File: config.mk
export PLATFORM = sky130hd
export DESIGN_NAME = clkgen_ctrl
export DESIGN_NICKNAME = d
export VERILOG_FILES = /design/src/clkgen_pkg.sv /design/src/clkgen_ctrl.sv
export SDC_FILE = /design/constraint.sdc
export NUM_CORES = 1
export LEC_CHECK = 0
export BUFFER_PORTS_ARGS = -buffer_cell sky130_fd_sc_hd__buf_4
export CAP_MARGIN = 20
export CORE_MARGIN = 4
export CORE_UTILIZATION = 29
export CTS_BUF_LIST = sky130_fd_sc_hd__clkbuf_8
export DETAILED_ROUTE_END_ITERATION = 10
export HOLD_SLACK_MARGIN = 0.05
export PLACE_DENSITY = 0.54
export SYNTH_ARGS = -nofsm -noshare
export SYNTH_HDL_FRONTEND = slang
export SYNTH_SLANG_ARGS = --single-unit
File: constraint.sdc
create_clock -name core_clk -period 10.4 [get_ports core_clk]
set_input_delay 0.52 -clock core_clk [delete_from_list [all_inputs] [get_ports core_clk]]
set_output_delay 0.52 -clock core_clk [all_outputs]
set_load 0.02 [all_outputs]
File: src/clkgen_pkg.sv
package clkgen_pkg;
   // ********************************************
   // Register map
   // ********************************************
   localparam logic [11:0] ADDR_CFG = 12'h000;
   localparam logic [11:0] ADDR_GATE = 12'h004;
   localparam logic [11:0] ADDR_TRIG = 12'h008;
   localparam logic [11:0] ADDR_STAT = 12'h00C;
   localparam logic [31:0] CFG_RST = 32'h0000_0107;
   localparam logic [31:0] GATE_RST = 32'hFFFF_FFFF;
   localparam logic [3:0] TRIG_RST = 4'h0;
   localparam logic [1:0] RESP_OKAY = 2'h0;
   localparam logic [1:0] RESP_SLVERR = 2'h2;

   // ********************************************
   // Frequencies and timing
   // ********************************************
   localparam logic [31:0] OSC_KHZ = 32'h0000_32C8;
   localparam logic [31:0] PERIPH_PLL_KHZ = 32'h0004_C2C0;
   localparam logic [31:0] USB_DIV_NUM = 32'h0000_0002;
   localparam logic [31:0] USB_DIV_DEN = 32'h0000_000D;
   localparam logic [4:0] MEM_DIV_L_MIN = 5'h0B;
   localparam logic [4:0] LCD_DIV_L_MIN = 5'h08;
   localparam int SETTLE_US = 150;
   localparam int CLK_MHZ = 25;
   localparam logic [11:0] SETTLE_CYC = 12'(SETTLE_US * CLK_MHZ);

   // ********************************************
   // Types
   // ********************************************
   typedef struct packed {
      logic core_pll_off;
      logic periph_pll_off;
      logic [1:0] rsv_hi;
      logic lcd_double_osc_select;
      logic pll_early;
      logic mem_fast;
      logic [14:0] rsv_mid;
      logic [2:0] turbo_ratio_doubled;
      logic [1:0] rsv_lo;
      logic [4:0] run_mult;
   } core_clock_config_t;

   typedef struct packed {
      logic fast_bus;
      logic half_speed_turbo;
      logic freq_change;
      logic turbo;
   } clock_change_trigger_t;

   typedef enum logic [1:0] {SEQ_IDLE, SEQ_STOP, SEQ_SETTLE, SEQ_APPLY} seq_t;

   typedef struct packed {
      logic [31:0] cpu_khz;
      logic [31:0] run_khz;
      logic [31:0] turbo_khz;
      logic [31:0] bus_khz;
      logic [31:0] mem_khz;
      logic [31:0] lcd_khz;
      logic [31:0] periph_khz;
      logic [31:0] usb48_khz;
      logic periph_pll_on;
      logic core_pll_on;
      logic halt;
   } clk_plan_t;

   typedef struct packed {
      core_clock_config_t cfg;
      logic [31:0] gate;
      clock_change_trigger_t trig;
      core_clock_config_t act_cfg;
      clock_change_trigger_t act_trig;
      seq_t seq;
      logic [11:0] cnt;
      logic aw_ok;
      logic w_ok;
      logic [11:0] awaddr;
      logic [31:0] wdata;
      logic [3:0] wstrb;
      logic bvalid;
      logic [1:0] bresp;
      logic rvalid;
      logic [31:0] rdata;
      logic [1:0] rresp;
      clk_plan_t plan;
   } state_t;
endpackage

File: src/clkgen_ctrl.sv
// Design decisions made here: the AXI4-Lite register port and the placing of the registers.
`timescale 1ns/100ps
module clkgen_ctrl (
   input wire logic core_clk,
   input wire logic rst_n,
   input wire logic [11:0] s_axi_awaddr,
   input wire logic s_axi_awvalid,
   output logic s_axi_awready,
   input wire logic [31:0] s_axi_wdata,
   input wire logic [3:0] s_axi_wstrb,
   input wire logic s_axi_wvalid,
   output logic s_axi_wready,
   output logic [1:0] s_axi_bresp,
   output logic s_axi_bvalid,
   input wire logic s_axi_bready,
   input wire logic [11:0] s_axi_araddr,
   input wire logic s_axi_arvalid,
   output logic s_axi_arready,
   output logic [31:0] s_axi_rdata,
   output logic [1:0] s_axi_rresp,
   output logic s_axi_rvalid,
   input wire logic s_axi_rready,
   output clkgen_pkg::clk_plan_t plan,
   output logic [31:0] module_clk_en
);
   clkgen_pkg::state_t st_reg;
   clkgen_pkg::state_t st_next;
   clkgen_pkg::core_clock_config_t c;
   clkgen_pkg::clock_change_trigger_t tnew;
   logic [31:0] run;
   logic [31:0] turbo;
   logic wr_go;
   logic wr_map;
   logic rd_go;

   function automatic logic [31:0] merge(input logic [31:0] old, input logic [31:0] val, input logic [3:0] strb);
      logic [31:0] res;
      res = old;
      for (int i = 0; i < 4; i++) begin
         if (strb[i]) begin
            res[i*8 +: 8] = val[i*8 +: 8];
         end
      end
      return res;
   endfunction

   // ********************************************
   // Bus handshakes
   // ********************************************
   assign s_axi_awready = !st_reg.aw_ok && !st_reg.bvalid;
   assign s_axi_wready = !st_reg.w_ok && !st_reg.bvalid;
   assign s_axi_arready = !st_reg.rvalid;
   assign s_axi_bvalid = st_reg.bvalid;
   assign s_axi_bresp = st_reg.bresp;
   assign s_axi_rvalid = st_reg.rvalid;
   assign s_axi_rdata = st_reg.rdata;
   assign s_axi_rresp = st_reg.rresp;
   assign plan = st_reg.plan;
   assign module_clk_en = st_reg.gate;

   always_comb begin
      st_next = st_reg;
      c = st_reg.act_cfg;
      tnew = st_reg.trig;
      wr_go = st_reg.aw_ok && st_reg.w_ok;
      wr_map = st_reg.awaddr == clkgen_pkg::ADDR_CFG || st_reg.awaddr == clkgen_pkg::ADDR_GATE
         || st_reg.awaddr == clkgen_pkg::ADDR_TRIG || st_reg.awaddr == clkgen_pkg::ADDR_STAT;
      rd_go = s_axi_arvalid && !st_reg.rvalid;

      // ********************************************
      // Write channel
      // ********************************************
      if (s_axi_awvalid && s_axi_awready) begin
         st_next.aw_ok = 1'b1;
         st_next.awaddr = s_axi_awaddr;
      end
      if (s_axi_wvalid && s_axi_wready) begin
         st_next.w_ok = 1'b1;
         st_next.wdata = s_axi_wdata;
         st_next.wstrb = s_axi_wstrb;
      end
      if (st_reg.bvalid && s_axi_bready) begin
         st_next.bvalid = 1'b0;
      end
      if (wr_go) begin
         st_next.aw_ok = 1'b0;
         st_next.w_ok = 1'b0;
         st_next.bvalid = 1'b1;
         st_next.bresp = wr_map ? clkgen_pkg::RESP_OKAY : clkgen_pkg::RESP_SLVERR;
         case (st_reg.awaddr)
            clkgen_pkg::ADDR_CFG: begin
               st_next.cfg = merge(st_reg.cfg, st_reg.wdata, st_reg.wstrb);
            end
            clkgen_pkg::ADDR_GATE: begin
               st_next.gate = merge(st_reg.gate, st_reg.wdata, st_reg.wstrb);
            end
            clkgen_pkg::ADDR_TRIG: begin
               if (st_reg.wstrb[0]) begin
                  tnew = st_reg.wdata[3:0];
                  st_next.trig = tnew;
                  st_next.act_trig.turbo = tnew.turbo;
                  st_next.act_trig.half_speed_turbo = tnew.half_speed_turbo;
                  if (st_reg.seq == clkgen_pkg::SEQ_IDLE
                      && (tnew.freq_change || tnew.fast_bus != st_reg.act_trig.fast_bus)) begin
                     st_next.seq = clkgen_pkg::SEQ_STOP;
                  end
               end
            end
            default: begin
            end
         endcase
      end

      // ********************************************
      // Read channel
      // ********************************************
      if (st_reg.rvalid && s_axi_rready) begin
         st_next.rvalid = 1'b0;
      end
      if (rd_go) begin
         st_next.rvalid = 1'b1;
         st_next.rresp = clkgen_pkg::RESP_OKAY;
         case (s_axi_araddr)
            clkgen_pkg::ADDR_CFG: begin
               st_next.rdata = st_reg.cfg;
            end
            clkgen_pkg::ADDR_GATE: begin
               st_next.rdata = st_reg.gate;
            end
            clkgen_pkg::ADDR_TRIG: begin
               st_next.rdata = {28'h0000000, st_reg.trig};
            end
            clkgen_pkg::ADDR_STAT: begin
               st_next.rdata = {12'h000, st_reg.act_trig, st_reg.act_cfg.turbo_ratio_doubled,
                  st_reg.act_cfg.run_mult, 5'h00, st_reg.plan.core_pll_on,
                  st_reg.plan.periph_pll_on, st_reg.plan.halt};
            end
            default: begin
               st_next.rdata = 32'h0000_0000;
               st_next.rresp = clkgen_pkg::RESP_SLVERR;
            end
         endcase
      end

      // ********************************************
      // Frequency-change sequence
      // ********************************************
      case (st_reg.seq)
         clkgen_pkg::SEQ_STOP: begin
            st_next.cnt = 12'h001;
            if (!st_reg.cfg.core_pll_off && !st_reg.cfg.pll_early) begin
               st_next.cnt = clkgen_pkg::SETTLE_CYC;
            end
            if (st_reg.act_cfg.periph_pll_off && !st_reg.cfg.periph_pll_off) begin
               st_next.cnt = clkgen_pkg::SETTLE_CYC;
            end
            st_next.seq = clkgen_pkg::SEQ_SETTLE;
         end
         clkgen_pkg::SEQ_SETTLE: begin
            st_next.cnt = st_reg.cnt - 12'h001;
            if (st_reg.cnt <= 12'h001) begin
               st_next.seq = clkgen_pkg::SEQ_APPLY;
            end
         end
         clkgen_pkg::SEQ_APPLY: begin
            st_next.act_cfg = st_reg.cfg;
            st_next.act_trig.fast_bus = st_reg.trig.fast_bus;
            st_next.seq = clkgen_pkg::SEQ_IDLE;
         end
         default: begin
         end
      endcase

      // ********************************************
      // Clock plan from the active settings and the sequence state
      // ********************************************
      run = clkgen_pkg::OSC_KHZ * {27'h0000000, c.run_mult};
      turbo = (run * {29'h00000000, c.turbo_ratio_doubled}) >> 1;
      if (c.core_pll_off) begin
         run = clkgen_pkg::OSC_KHZ;
         turbo = clkgen_pkg::OSC_KHZ;
      end
      st_next.plan.run_khz = run;
      st_next.plan.turbo_khz = turbo;
      if (st_reg.act_trig.half_speed_turbo) begin
         st_next.plan.cpu_khz = turbo >> 1;
      end else begin
         st_next.plan.cpu_khz = st_reg.act_trig.turbo ? turbo : run;
      end
      st_next.plan.bus_khz = (st_reg.act_trig.fast_bus || c.core_pll_off) ? run : run >> 1;
      st_next.plan.mem_khz = (c.run_mult >= clkgen_pkg::MEM_DIV_L_MIN && !c.mem_fast
         && !c.core_pll_off) ? run >> 1 : run;
      if (c.core_pll_off) begin
         st_next.plan.lcd_khz = c.lcd_double_osc_select ? clkgen_pkg::OSC_KHZ << 1 : clkgen_pkg::OSC_KHZ;
      end else begin
         st_next.plan.lcd_khz = c.run_mult >= clkgen_pkg::LCD_DIV_L_MIN ? run >> 1 : run;
      end
      st_next.plan.periph_khz = c.periph_pll_off ? clkgen_pkg::OSC_KHZ : clkgen_pkg::PERIPH_PLL_KHZ;
      st_next.plan.usb48_khz = c.periph_pll_off ? clkgen_pkg::OSC_KHZ
         : clkgen_pkg::PERIPH_PLL_KHZ * clkgen_pkg::USB_DIV_NUM / clkgen_pkg::USB_DIV_DEN;
      st_next.plan.periph_pll_on = !c.periph_pll_off && st_reg.seq != clkgen_pkg::SEQ_STOP;
      st_next.plan.core_pll_on = !c.core_pll_off && st_reg.seq != clkgen_pkg::SEQ_STOP;
      st_next.plan.halt = st_next.seq != clkgen_pkg::SEQ_IDLE;
   end

   always_ff @(posedge core_clk or negedge rst_n) begin
      if (!rst_n) begin
         st_reg <= '0;
         st_reg.cfg <= clkgen_pkg::CFG_RST;
         st_reg.act_cfg <= clkgen_pkg::CFG_RST;
         st_reg.gate <= clkgen_pkg::GATE_RST;
         st_reg.trig <= clkgen_pkg::TRIG_RST;
         st_reg.act_trig <= clkgen_pkg::TRIG_RST;
         st_reg.seq <= clkgen_pkg::SEQ_IDLE;
      end else begin
         st_reg <= st_next;
      end
   end

   // ********************************************
   // Checks
   // ********************************************
   property p_periph_on;
      @(posedge core_clk) disable iff (!rst_n)
      rst_n && !st_reg.act_cfg.periph_pll_off |=> plan.periph_khz == clkgen_pkg::PERIPH_PLL_KHZ;
   endproperty
   a_periph_on: assert property (p_periph_on) else $error("periph source not 312 MHz");

   property p_periph_off;
      @(posedge core_clk) disable iff (!rst_n)
      st_reg.act_cfg.periph_pll_off |=> plan.periph_khz == clkgen_pkg::OSC_KHZ && plan.usb48_khz == clkgen_pkg::OSC_KHZ;
   endproperty
   a_periph_off: assert property (p_periph_off) else $error("periph not on oscillator");

   property p_settle;
      @(posedge core_clk) disable iff (!rst_n)
      st_reg.seq == clkgen_pkg::SEQ_STOP && st_reg.act_cfg.periph_pll_off && !st_reg.cfg.periph_pll_off
         |=> st_reg.cnt == clkgen_pkg::SETTLE_CYC && st_reg.seq == clkgen_pkg::SEQ_SETTLE;
   endproperty
   a_settle: assert property (p_settle) else $error("settle wait not loaded");

   property p_usb;
      @(posedge core_clk) disable iff (!rst_n)
      rst_n && !st_reg.act_cfg.periph_pll_off
         |=> plan.usb48_khz * 32'h0000_000D == plan.periph_khz * 32'h0000_0002;
   endproperty
   a_usb: assert property (p_usb) else $error("48 MHz ratio wrong");

   property p_run;
      @(posedge core_clk) disable iff (!rst_n)
      rst_n && !st_reg.act_cfg.core_pll_off
         |=> plan.run_khz == clkgen_pkg::OSC_KHZ * {27'h0, $past(st_reg.act_cfg.run_mult)};
   endproperty
   a_run: assert property (p_run) else $error("run frequency wrong");

   property p_core_off;
      @(posedge core_clk) disable iff (!rst_n)
      st_reg.act_cfg.core_pll_off |=> plan.cpu_khz <= clkgen_pkg::OSC_KHZ && plan.bus_khz == clkgen_pkg::OSC_KHZ;
   endproperty
   a_core_off: assert property (p_core_off) else $error("core not on oscillator");

   property p_gate;
      @(posedge core_clk) disable iff (!rst_n)
      st_reg.bvalid && !$past(st_reg.bvalid) && $past(st_reg.awaddr) == clkgen_pkg::ADDR_GATE
         && $past(st_reg.wstrb) == 4'hF |-> module_clk_en == $past(st_reg.wdata);
   endproperty
   a_gate: assert property (p_gate) else $error("gate write not applied");

   property p_trigger;
      @(posedge core_clk) disable iff (!rst_n)
      st_reg.seq == clkgen_pkg::SEQ_IDLE && wr_go && st_reg.awaddr == clkgen_pkg::ADDR_TRIG
         && st_reg.wstrb[0] && st_reg.wdata[1] |=> st_reg.seq == clkgen_pkg::SEQ_STOP ##1 plan.halt;
   endproperty
   a_trigger: assert property (p_trigger) else $error("trigger did not start change");

   property p_cfg_only;
      @(posedge core_clk) disable iff (!rst_n)
      st_reg.seq == clkgen_pkg::SEQ_IDLE && !(wr_go && st_reg.awaddr == clkgen_pkg::ADDR_TRIG)
         |=> $stable(st_reg.act_cfg);
   endproperty
   a_cfg_only: assert property (p_cfg_only) else $error("clock changed without trigger");

   property p_bus;
      @(posedge core_clk) disable iff (!rst_n)
      rst_n && !st_reg.act_cfg.core_pll_off && !st_reg.act_trig.fast_bus |=> plan.bus_khz == plan.run_khz >> 1;
   endproperty
   a_bus: assert property (p_bus) else $error("bus not half run");

   property p_half_turbo;
      @(posedge core_clk) disable iff (!rst_n)
      st_reg.act_trig.half_speed_turbo |=> plan.cpu_khz == plan.turbo_khz >> 1;
   endproperty
   a_half_turbo: assert property (p_half_turbo) else $error("half turbo wrong");
endmodule

Word-level counts from Yosys, hierarchy flattened:

Index checks and enable logic that the tools add are counted.

* equal/unequal tests: 11
* multiply operators: 2
* reduce and logical (&&, ||, !) cells: 49
* $add $sub $neg: 1
* magnitude comparators: 3
* mux-type cells: 30

Operators by type and width (count)
* 32-bit two-way mux: 5
* 32-bit one-hot mux with 4 select lines: 1
* 12-bit by 4-bit equality test with 1-bit output, second input constant: 4
* 21-bit two-way mux: 2
* 19-bit two-way mux: 2
* 35-bit two-way mux: 1
* 3-bit AND reduction: 9
* 12-bit by 3-bit equality test with 1-bit output, second input constant: 2
* 12-bit logical NOT: 2
* 12-bit two-way mux: 2
* 12-bit one-hot mux with 2 select lines: 1
* 16-bit by 3-bit multiplier with 19-bit output: 1
* 11-bit by 5-bit multiplier with 16-bit output, first input constant: 1
* 16-bit two-way mux: 1
* 2-bit two-way mux: 8
* 1-bit logical AND: 15
* 15-bit two-way mux: 1
* 12-bit by 1-bit <= comparator with 1-bit output, second input constant: 1
* 2-bit nonzero test: 6
* 12-bit by 1-bit subtractor with 12-bit output, second input constant: 1
* 5-bit by 4-bit >= comparator with 1-bit output, second input constant: 2
* 1-bit logical NOT: 10
* 2-bit one-hot mux with 3 select lines: 1
* 1-bit logical OR: 5
* other kinds (8): 12

* register bits after elaboration: 413

Logic depth before layout (Yosys ltp):

Gate-level depths: netlist of run 1.

* depth in word-level cells: 10
* depth in mapped cells: 22
* depth with buffers taken out: 20

Worst setup path after synthesis of run 1:

Ideal clock, no wire load.

* kind: register -> register
* from: register st_reg (netlist bit c[2])
* to: register st_reg (netlist bit plan[245])
* setup time: 143 ps
* data arrival time: 5094 ps
* slack: 5163 ps
* stages on the path, launching flop included: 22
* path buffers: 2
* cells stage by stage: dfstp_2 buf_2 inv_1 ha_1 inv_1 fa_1 ha_1 nor2b_4 o31a_1 or4b_1 nand4_1 buf_6 nand2_1 fa_1 inv_1 ha_1 a21oi_1 o21ai_0 or2_2 o21ai_0 mux2i_1 a22oi_1

RTL lines
* start: declaration: RTL line clkgen_ctrl.sv:26 `clkgen_pkg::state_t st_reg;`
* start signal: assignment: RTL line clkgen_ctrl.sv:216 `st_reg <= st_next;`

==> results of run 1 <==
layer usage:
| metal | GRT usage [%] | wire length (µm) | vias to the layer above |
|---|---|---|---|
| met4 | 3.43 | 861 | 4 |
| met5 | 0 | 32 | - |
| met1 | 19.2 | 19900 | 5527 |
| met3 | 5.05 | 3950 | 57 |
| li1 | - | - | 5152 |
| met2 | 23.4 | 21700 | 334 |
logic make-up after synthesis:
group | share of synthesized area (%)
adder cells (fa/ha/maj) | 6.30
flip-flops | 44.2
XOR/XNOR | 1.15
other | 0.0450
AND/OR/NAND/NOR | 9.84
multiplexers | 10.9
buffers and inverters | 18.2
AO/OA/AOI/OAI | 9.37
repair_timing:
action | 4_1_cts | 5_1_grt
endpoints found under the setup margin | 0 | 0
hold endpoints to repair | 100 | 0
hold buffers | 31 | 0
gates resized for setup | 0 | 0
Yosys cell counts (3+ instances only):
cell type | instances | share of area, %
buf_4 | 327 | 15
dfrtp_1 | 253 | 38
nand2_1 | 148 | 3.3
mux2_2 | 134 | 9.0
nor2_1 | 84 | 1.9
o21ai_0 | 75 | 2.2
inv_1 | 70 | 1.6
a21oi_1 | 52 | 1.6
ha_1 | 52 | 3.9
clkbuf_1 | 42 | 0.94
dfstp_2 | 40 | 6.3
mux2i_1 | 24 | 1.4
fa_1 | 20 | 2.4
a22oi_1 | 19 | 0.85
o31ai_1 | 17 | 0.76
nand3_1 | 15 | 0.45
nor3_1 | 14 | 0.42
buf_2 | 12 | 0.36
a211oi_1 | 11 | 0.49
a21o_1 | 11 | 0.49
and2_1 | 11 | 0.41
xnor2_1 | 10 | 0.52
xor2_1 | 10 | 0.52
a31oi_1 | 9 | 0.34
nand4_1 | 9 | 0.34
a22o_1 | 7 | 0.37
nand2b_1 | 7 | 0.26
nor2b_1 | 7 | 0.26
o211ai_1 | 6 | 0.27
o21a_1 | 6 | 0.27
and3_1 | 5 | 0.19
buf_6 | 5 | 0.34
nand2_2 | 5 | 0.19
nor4_1 | 5 | 0.19
or2_2 | 5 | 0.19
or3_1 | 4 | 0.15
buf_1 | 3 | 0.067
mux4_2 | 3 | 0.40
nor4_2 | 3 | 0.22
o22ai_1 | 3 | 0.11
layout by cell type, fill, tap and decap left out, types with 8 or more instances in the layout:
cell | Yosys | routed
dfrtp_1 | 253 | 252
nor3_1 | 14 | 14
dlygate4sd3_1 | 0 | 31
o31ai_1 | 17 | 17
nand3_1 | 15 | 15
xor2_1 | 10 | 10
xnor2_1 | 10 | 10
inv_1 | 70 | 90
clkinv_2 | 0 | 8
a21o_1 | 11 | 11
mux2i_1 | 24 | 24
nand2_1 | 148 | 147
nand4_1 | 9 | 9
conb_1 | 2 | 135
mux2_2 | 134 | 134
and2_1 | 11 | 10
ha_1 | 52 | 52
a22oi_1 | 19 | 19
dfstp_2 | 40 | 40
fa_1 | 20 | 20
o21ai_0 | 75 | 75
a211oi_1 | 11 | 11
nor2_1 | 84 | 84
buf_4 | 327 | 273
clkbuf_8 | 1 | 62
a21oi_1 | 52 | 52
a31oi_1 | 9 | 9
power by group:
group / internal [mW] / switching (mW) / total [mW]
registers: 1.26 / 0.0930 / 1.35
logic: 0.184 / 0.213 / 0.398
clock network: 0.649 / 0.509 / 1.16
final cells by class:
| type | count | area, µm² |
|---|---|---|
| Antenna cell | 1 | 2.50 |
| Clock buffer | 62 | 853 |
| Clock inverter | 36 | 287 |
| Fill cell | 5739 | 37800 |
| Inverter | 72 | 270 |
| Multi-Input combinational cell | 978 | 6780 |
| Sequential cell | 293 | 7380 |
| Tap cell | 756 | 946 |
| Timing Repair Buffer | 306 | 2390 |
worst paths after layout:
path | cells after the start | to | slack [ns]
max in group asynchronous | 3 | plan[207] | 8.39
worst max register to register | 19 | plan[245] | 4.31
worst max-delay path | 19 | plan[245] | 4.31
min in group asynchronous | 2 | s_axi_rdata[23] | 0.52
worst min-delay path | 2 | st_reg[304] | 0.11
worst min register to register | 2 | s_axi_rdata[10] | 0.48
stage by stage:
step	cell area (µm²)	util [%]	total power [mW]	std cells
finish	18900	33.3	2.91	2504
global route	18900	33.3	3.06	2503
CTS	18900	33.3	2.96	2502
detailed placement	17400	30.8	1.77	2373
global placement	17400	30.8	1.75	2373
floorplan	17200	-	1.67	1734
==> reports/results.tsv, run 1 <==
metric	value	unit
numClockSinks	293	
ys_seq_area_share	44.2	%
synth_edf_count	0	
ir_drop	0.0000943	V
detail_route.iter0.violations	563	
crit_required	10.89	ns
gr-total-overflow	0	
viasPerCell	4.42	
fmax	164	MHz
num_rows	87	
hold_path_class	in2reg	
drt_pass1_iterations	8	
clock_latency	0.65	ns
cp_slowest_cell	xnor2_1	
setup_tns	0	ns
worst-setup-path-type	reg2reg	
crit_buf_inv	2	
drc_errors	0	
start_util	29.4	%
grt_pass1_wl	69100	µm
post_cts.repair.setup_buffers	0	
slowest_delay	0.79	ns
crit_chain	ha_1, ha_1, ha_1, inv_1, fa_1, nor2b_4, o31a_1, nor2_1, xnor2_1, nand2_1, fa_1, inv_1, ha_1, a21oi_1, o21ai_0, or2_2, o21ai_0, mux2i_1, a22oi_1	
grt_pass1_vias	11300	
ant_nets	0	
yosys_register_bits	293	
ys.warnings.count	0	
syn_to_final_growth	13.3	%
status	finished, final reports clean	
ys.flop_type	dfrtp_1	
final_nets	1843	
fin_hold_ws	0.112	ns
min_period_over_period	58.5	%
rsz0062_at_grt	false	
clockBufferDepth	3	
grt_antenna_before_repair	3	
h-tree-depth	2	
hold_viol	0	
die_x	248	µm
io_buffers	264	
cp_common_cell	ha_1	
core_area	0.0567	mm²
tightest_slew	1.08	ns
critPathLaunch	c[1]	
synth_area	0.0167	mm²
worst_setup_path_end_kind	flop	
cts_tree	built	
synth.distinct_cells	84	
wl_per_cell	18.6	µm
leakage	9.59	nW
maxCapViolations	0	
largest_register_ffs	112	
syn_inst	1601	
relSlewSlack	28.2	%
drv_slew	0	
layout-drive-gt1-share	32.4	%
syn_area_per_cell	10.4	µm²
ios	399	
final.setup.worst_slack	4.31	ns
async_flop_share	100	%
grt_max_degree	103	
grt_use_total	14.6	%
p_per_area	154	mW/mm²
crit_family	adder cells	
crit_fanout	16	
cts_made_buffers	53	
arrival	6.57	ns
drt_wl_total	46500	µm
holdCritStartpoint	s_axi_wdata[3]	
critPathLaunchType	flop	
dp_hpwl	34100	µm
gp_congestion	0.834	
clk_pin_slew	0.06	ns
period_minus_slack	6.09	ns
place_ws	4.36	ns
dieArea	0.0614	mm²
route.vias.total	11100	
cts_root_buffer	clkbuf_8	
setup_viol	0	
reg2reg_from	c[1]	
die_h	248	µm
finClkSkew	0.0377	ns
(Power assumes the default switching activity.)
==> run 2: changes to the inputs <==
--- a/config.mk
+++ b/config.mk
@@ -5,6 +5,7 @@
 export SDC_FILE = /design/constraint.sdc
 export NUM_CORES = 1
 export LEC_CHECK = 0
+export ABC_AREA = 1
 export BUFFER_PORTS_ARGS = -buffer_cell sky130_fd_sc_hd__buf_4
 export CAP_MARGIN = 20
 export CORE_MARGIN = 4
==> constraint.sdc (replaced) <==
create_clock -name core_clk -period 5.9 [get_ports core_clk]
set_input_delay 0.295 -clock core_clk [delete_from_list [all_inputs] [get_ports core_clk]]
set_output_delay 0.295 -clock core_clk [all_outputs]
set_load 0.02 [all_outputs]
==> reports/results.tsv, run 2 <==
metric	value	unit	change
status	finished, final reports clean		
p_int	3.55	mW	+69%
detail_route.iter0.violations	824		+46%
synth_top_area_cell	dfrtp_1		
cts_resized	0		unchanged
num_rows	87		unchanged
p_comb_share	17.2	%	+3.5 points
ios	399		unchanged
synth.distinct_cells	44		-48%
die_h	248	µm	+0.20%
ir_drop	0.000310	V	+230%
syn_to_final_growth	14.4	%	
fmax	197	MHz	+20%
crit_fanout	7		-9
fin_hold_ws	0.115	ns	+0.00212 ns
arrival	5.61	ns	-0.96 ns
power	5.15	mW	+77%
synth_common_cells	nand2_1, buf_4, dfrtp_1, inv_1, nor2_1		
period_minus_slack	5.09	ns	-0.998 ns
final_nets	2257		+22%
cts_tree	built		
ant_nets	0		unchanged
hold_viol	0		unchanged
power_frac_clock	36.9	%	-2.9 points
yosys_register_bits	293		unchanged
crit_required	6.42	ns	-4.47 ns
largest_register_ffs	112		unchanged
swShare	31.1	%	+3.0 points
start_util	29.5	%	+0.063 points
critPathLaunchType	flop		
setup_tns	0	ns	unchanged
layout-drive-gt1-share	20.4	%	-12 points
drt_wl_total	49200	µm	+5.7%
min_period_over_period	86.3	%	+28 points
relSlewSlack	31.8	%	+3.6 points
rsz0062_at_grt	false		
drv_slew	0		unchanged
ys.flop_type	dfrtp_1		
ys_seq_area_share	44.1	%	-0.18 points
setup_viol	0		unchanged
die_x	248	µm	+0.20%
p_per_area	269	mW/mm²	+75%
route.vias.total	12600		+14%
mostFrequentLayoutCells	nand2_1, buf_4, dfrtp_1, inv_1, conb_1		
fin_util	33.7	%	+0.39 points
stdcell_area	0.0192	mm²	+1.3%
dieArea	0.0617	mm²	+0.39%
cts_made_buffers	52		-1.9%
clk_pin_slew	0.06	ns	about the same
post_cts.repair.setup_buffers	0		unchanged
clock_latency	0.67	ns	+0.02 ns
tightest_slew	1.02	ns	-0.0565 ns
grt_pass1_wl	73900	µm	+6.8%
grt_pass1_vias	12500		+12%
grt_max_degree	142		+38%
grt_antenna_before_repair	2		-1
ys.warnings.count	0		unchanged
async_flop_share	100	%	unchanged
wl_per_cell	16.9	µm	-9.2%
h-tree-depth	2		unchanged
synthTopCellsByArea	dfrtp_1, buf_4, nand2_1		
clockBufferDepth	3		unchanged
synth_area	0.0168	mm²	+0.40%
hold_path_class	in2reg		
worst_setup_path_end_kind	flop		
io_buffers	264		unchanged
syn_area_per_cell	8.45	µm²	-19%
drc_errors	0		unchanged
maxCapViolations	0		unchanged
leakage	10.3	nW	+7.5%
switchingPower	1.60	mW	+96%
viasPerCell	4.31		-2.5%
synth.most_common_cell	nand2_1		
dp_hpwl	36600	µm	+7.4%
place_area	0.0176	mm²	+0.67%
worst-setup-path-type	reg2reg		
final_common_cell	nand2_1		
drt_pass1_iterations	4		-4
synth_edf_count	0		unchanged
syn_inst	1982		+24%
synth_top_area_share	37.8	%	-0.15 points
p_seq_share	45.9	%	-0.6 points
core_area	0.0568	mm²	+0.19%
numClockSinks	293		unchanged
gr-total-overflow	0		unchanged
gp_congestion	0.853		+2.2%
grt_use_total	15.4	%	+0.79 points
finClkSkew	0.0523	ns	+0.0145 ns
cts_root_buffer	clkbuf_8		
==> run 2: cell count changes in the layout (fill, tap and decap cells not counted), moves of 11 or more <==
cell	previous run	this run
a211oi_1	11	0
a21oi_1	52	80
a22oi_1	19	4
dlygate4sd3_1	31	54
inv_1	90	227
mux2_2	134	12
mux2i_1	24	0
nand2_1	147	440
nand3_1	15	101
nand4_1	9	23
nor2_1	84	130
o21ai_0	75	116
o21ai_1	2	14
o31ai_1	17	2
==> run 2: final cells by class <==
type	count	area (µm²)
sequential	293	7380
inverter	212	796
multi-input combinational	1228	6350
timing repair buffer	331	2640
fill	6020	37700
clock inverter	32	183
clock buffer	63	867
tap	756	946
antenna	2	5.00
==> run 2: power by group through the flow <==
stage | clock network [mW] | registers [mW] | logic, mW
6_report | 1.90 | 2.36 | 0.884
5_1_grt | 2.06 | 2.39 | 1.00
4_1_cts | 1.98 | 2.36 | 0.894
3_5_place_dp | 0 | 2.39 | 0.862
3_3_place_gp | 0 | 2.39 | 0.843
2_1_floorplan | 0 | 2.36 | 0.676
==> run 2: cell families (layout without fill, tap and decap cells) <==
group / count (synthesis) / count (layout) / share of synthesized area, %
compound gates: 261 / 261 / 8.54
xor+xnor: 10 / 10 / 0.612
fa+ha+maj: 72 / 72 / 6.27
buf+inv: 594 / 638 / 21.1
flops: 293 / 293 / 44.1
mux: 12 / 12 / 0.807
other cells: 2 / 137 / 0.0448
simple gates: 738 / 738 / 18.6
==> run 2: path summary, 6_finish.rpt <==
kind	to	cells after the start	slack, ns	from
max	plan[246]	26	0.81	c[3]
min	s_axi_rdata[19]	6	0.11	s_axi_araddr[2]
max reg2reg	plan[246]	26	0.81	c[3]
min reg2reg	plan[48]	0	0.46	c[30]
max in group asynchronous	s_axi_rdata[21]	3	4.28	rst_n
min in group asynchronous	st_reg[342]	2	0.19	rst_n
==> run 2: what timing repair did <==
action                                 in CTS  in global routing
setup endpoints to repair                   0                  0
hold buffers                               54                  0
endpoints found under the hold margin     130                  0
==> run 2: critical path: stages, from the launching register on <==
cell and delay [ns]:
dfrtp_1 0.49, inv_1 0.18, ha_1 0.37, fa_1 0.42, ha_1 0.20, ha_1 0.37, nand2_1 0.15, inv_1 0.07
nand2_1 0.06, nand2_1 0.08, a21oi_2 0.15, xor2_2 0.43, inv_1 0.15, nand2_1 0.12, fa_1 0.41, inv_1 0.07
ha_1 0.30, nand2_1 0.17, inv_1 0.05, a21oi_1 0.19, nand3_1 0.14, nand2_1 0.08, nand2_1 0.04, nand2_1 0.08
inv_1 0.06, nand2_1 0.05, nand2_1 0.06
==> run 2: metrics by stage <==
step / worst slack, ns / cells
global route: 0.385 / 2916
detailed placement: 0.852 / 2765
CTS: 0.801 / 2914
floorplan: 1.64 / 2115
global placement: 0.868 / 2764
finish: 0.811 / 2917
==> run 2: per-layer routing <==
| layer | vias up | track usage, % | part of all wire [%] |
|---|---|---|---|
| met5 | - | 0 | 0 |
| met4 | 0 | 4.78 | 2.6 |
| met3 | 76 | 4.00 | 7.4 |
| met2 | 388 | 25.6 | 48 |
| met1 | 6010 | 19.8 | 42 |
| li1 | 6098 | - | - |
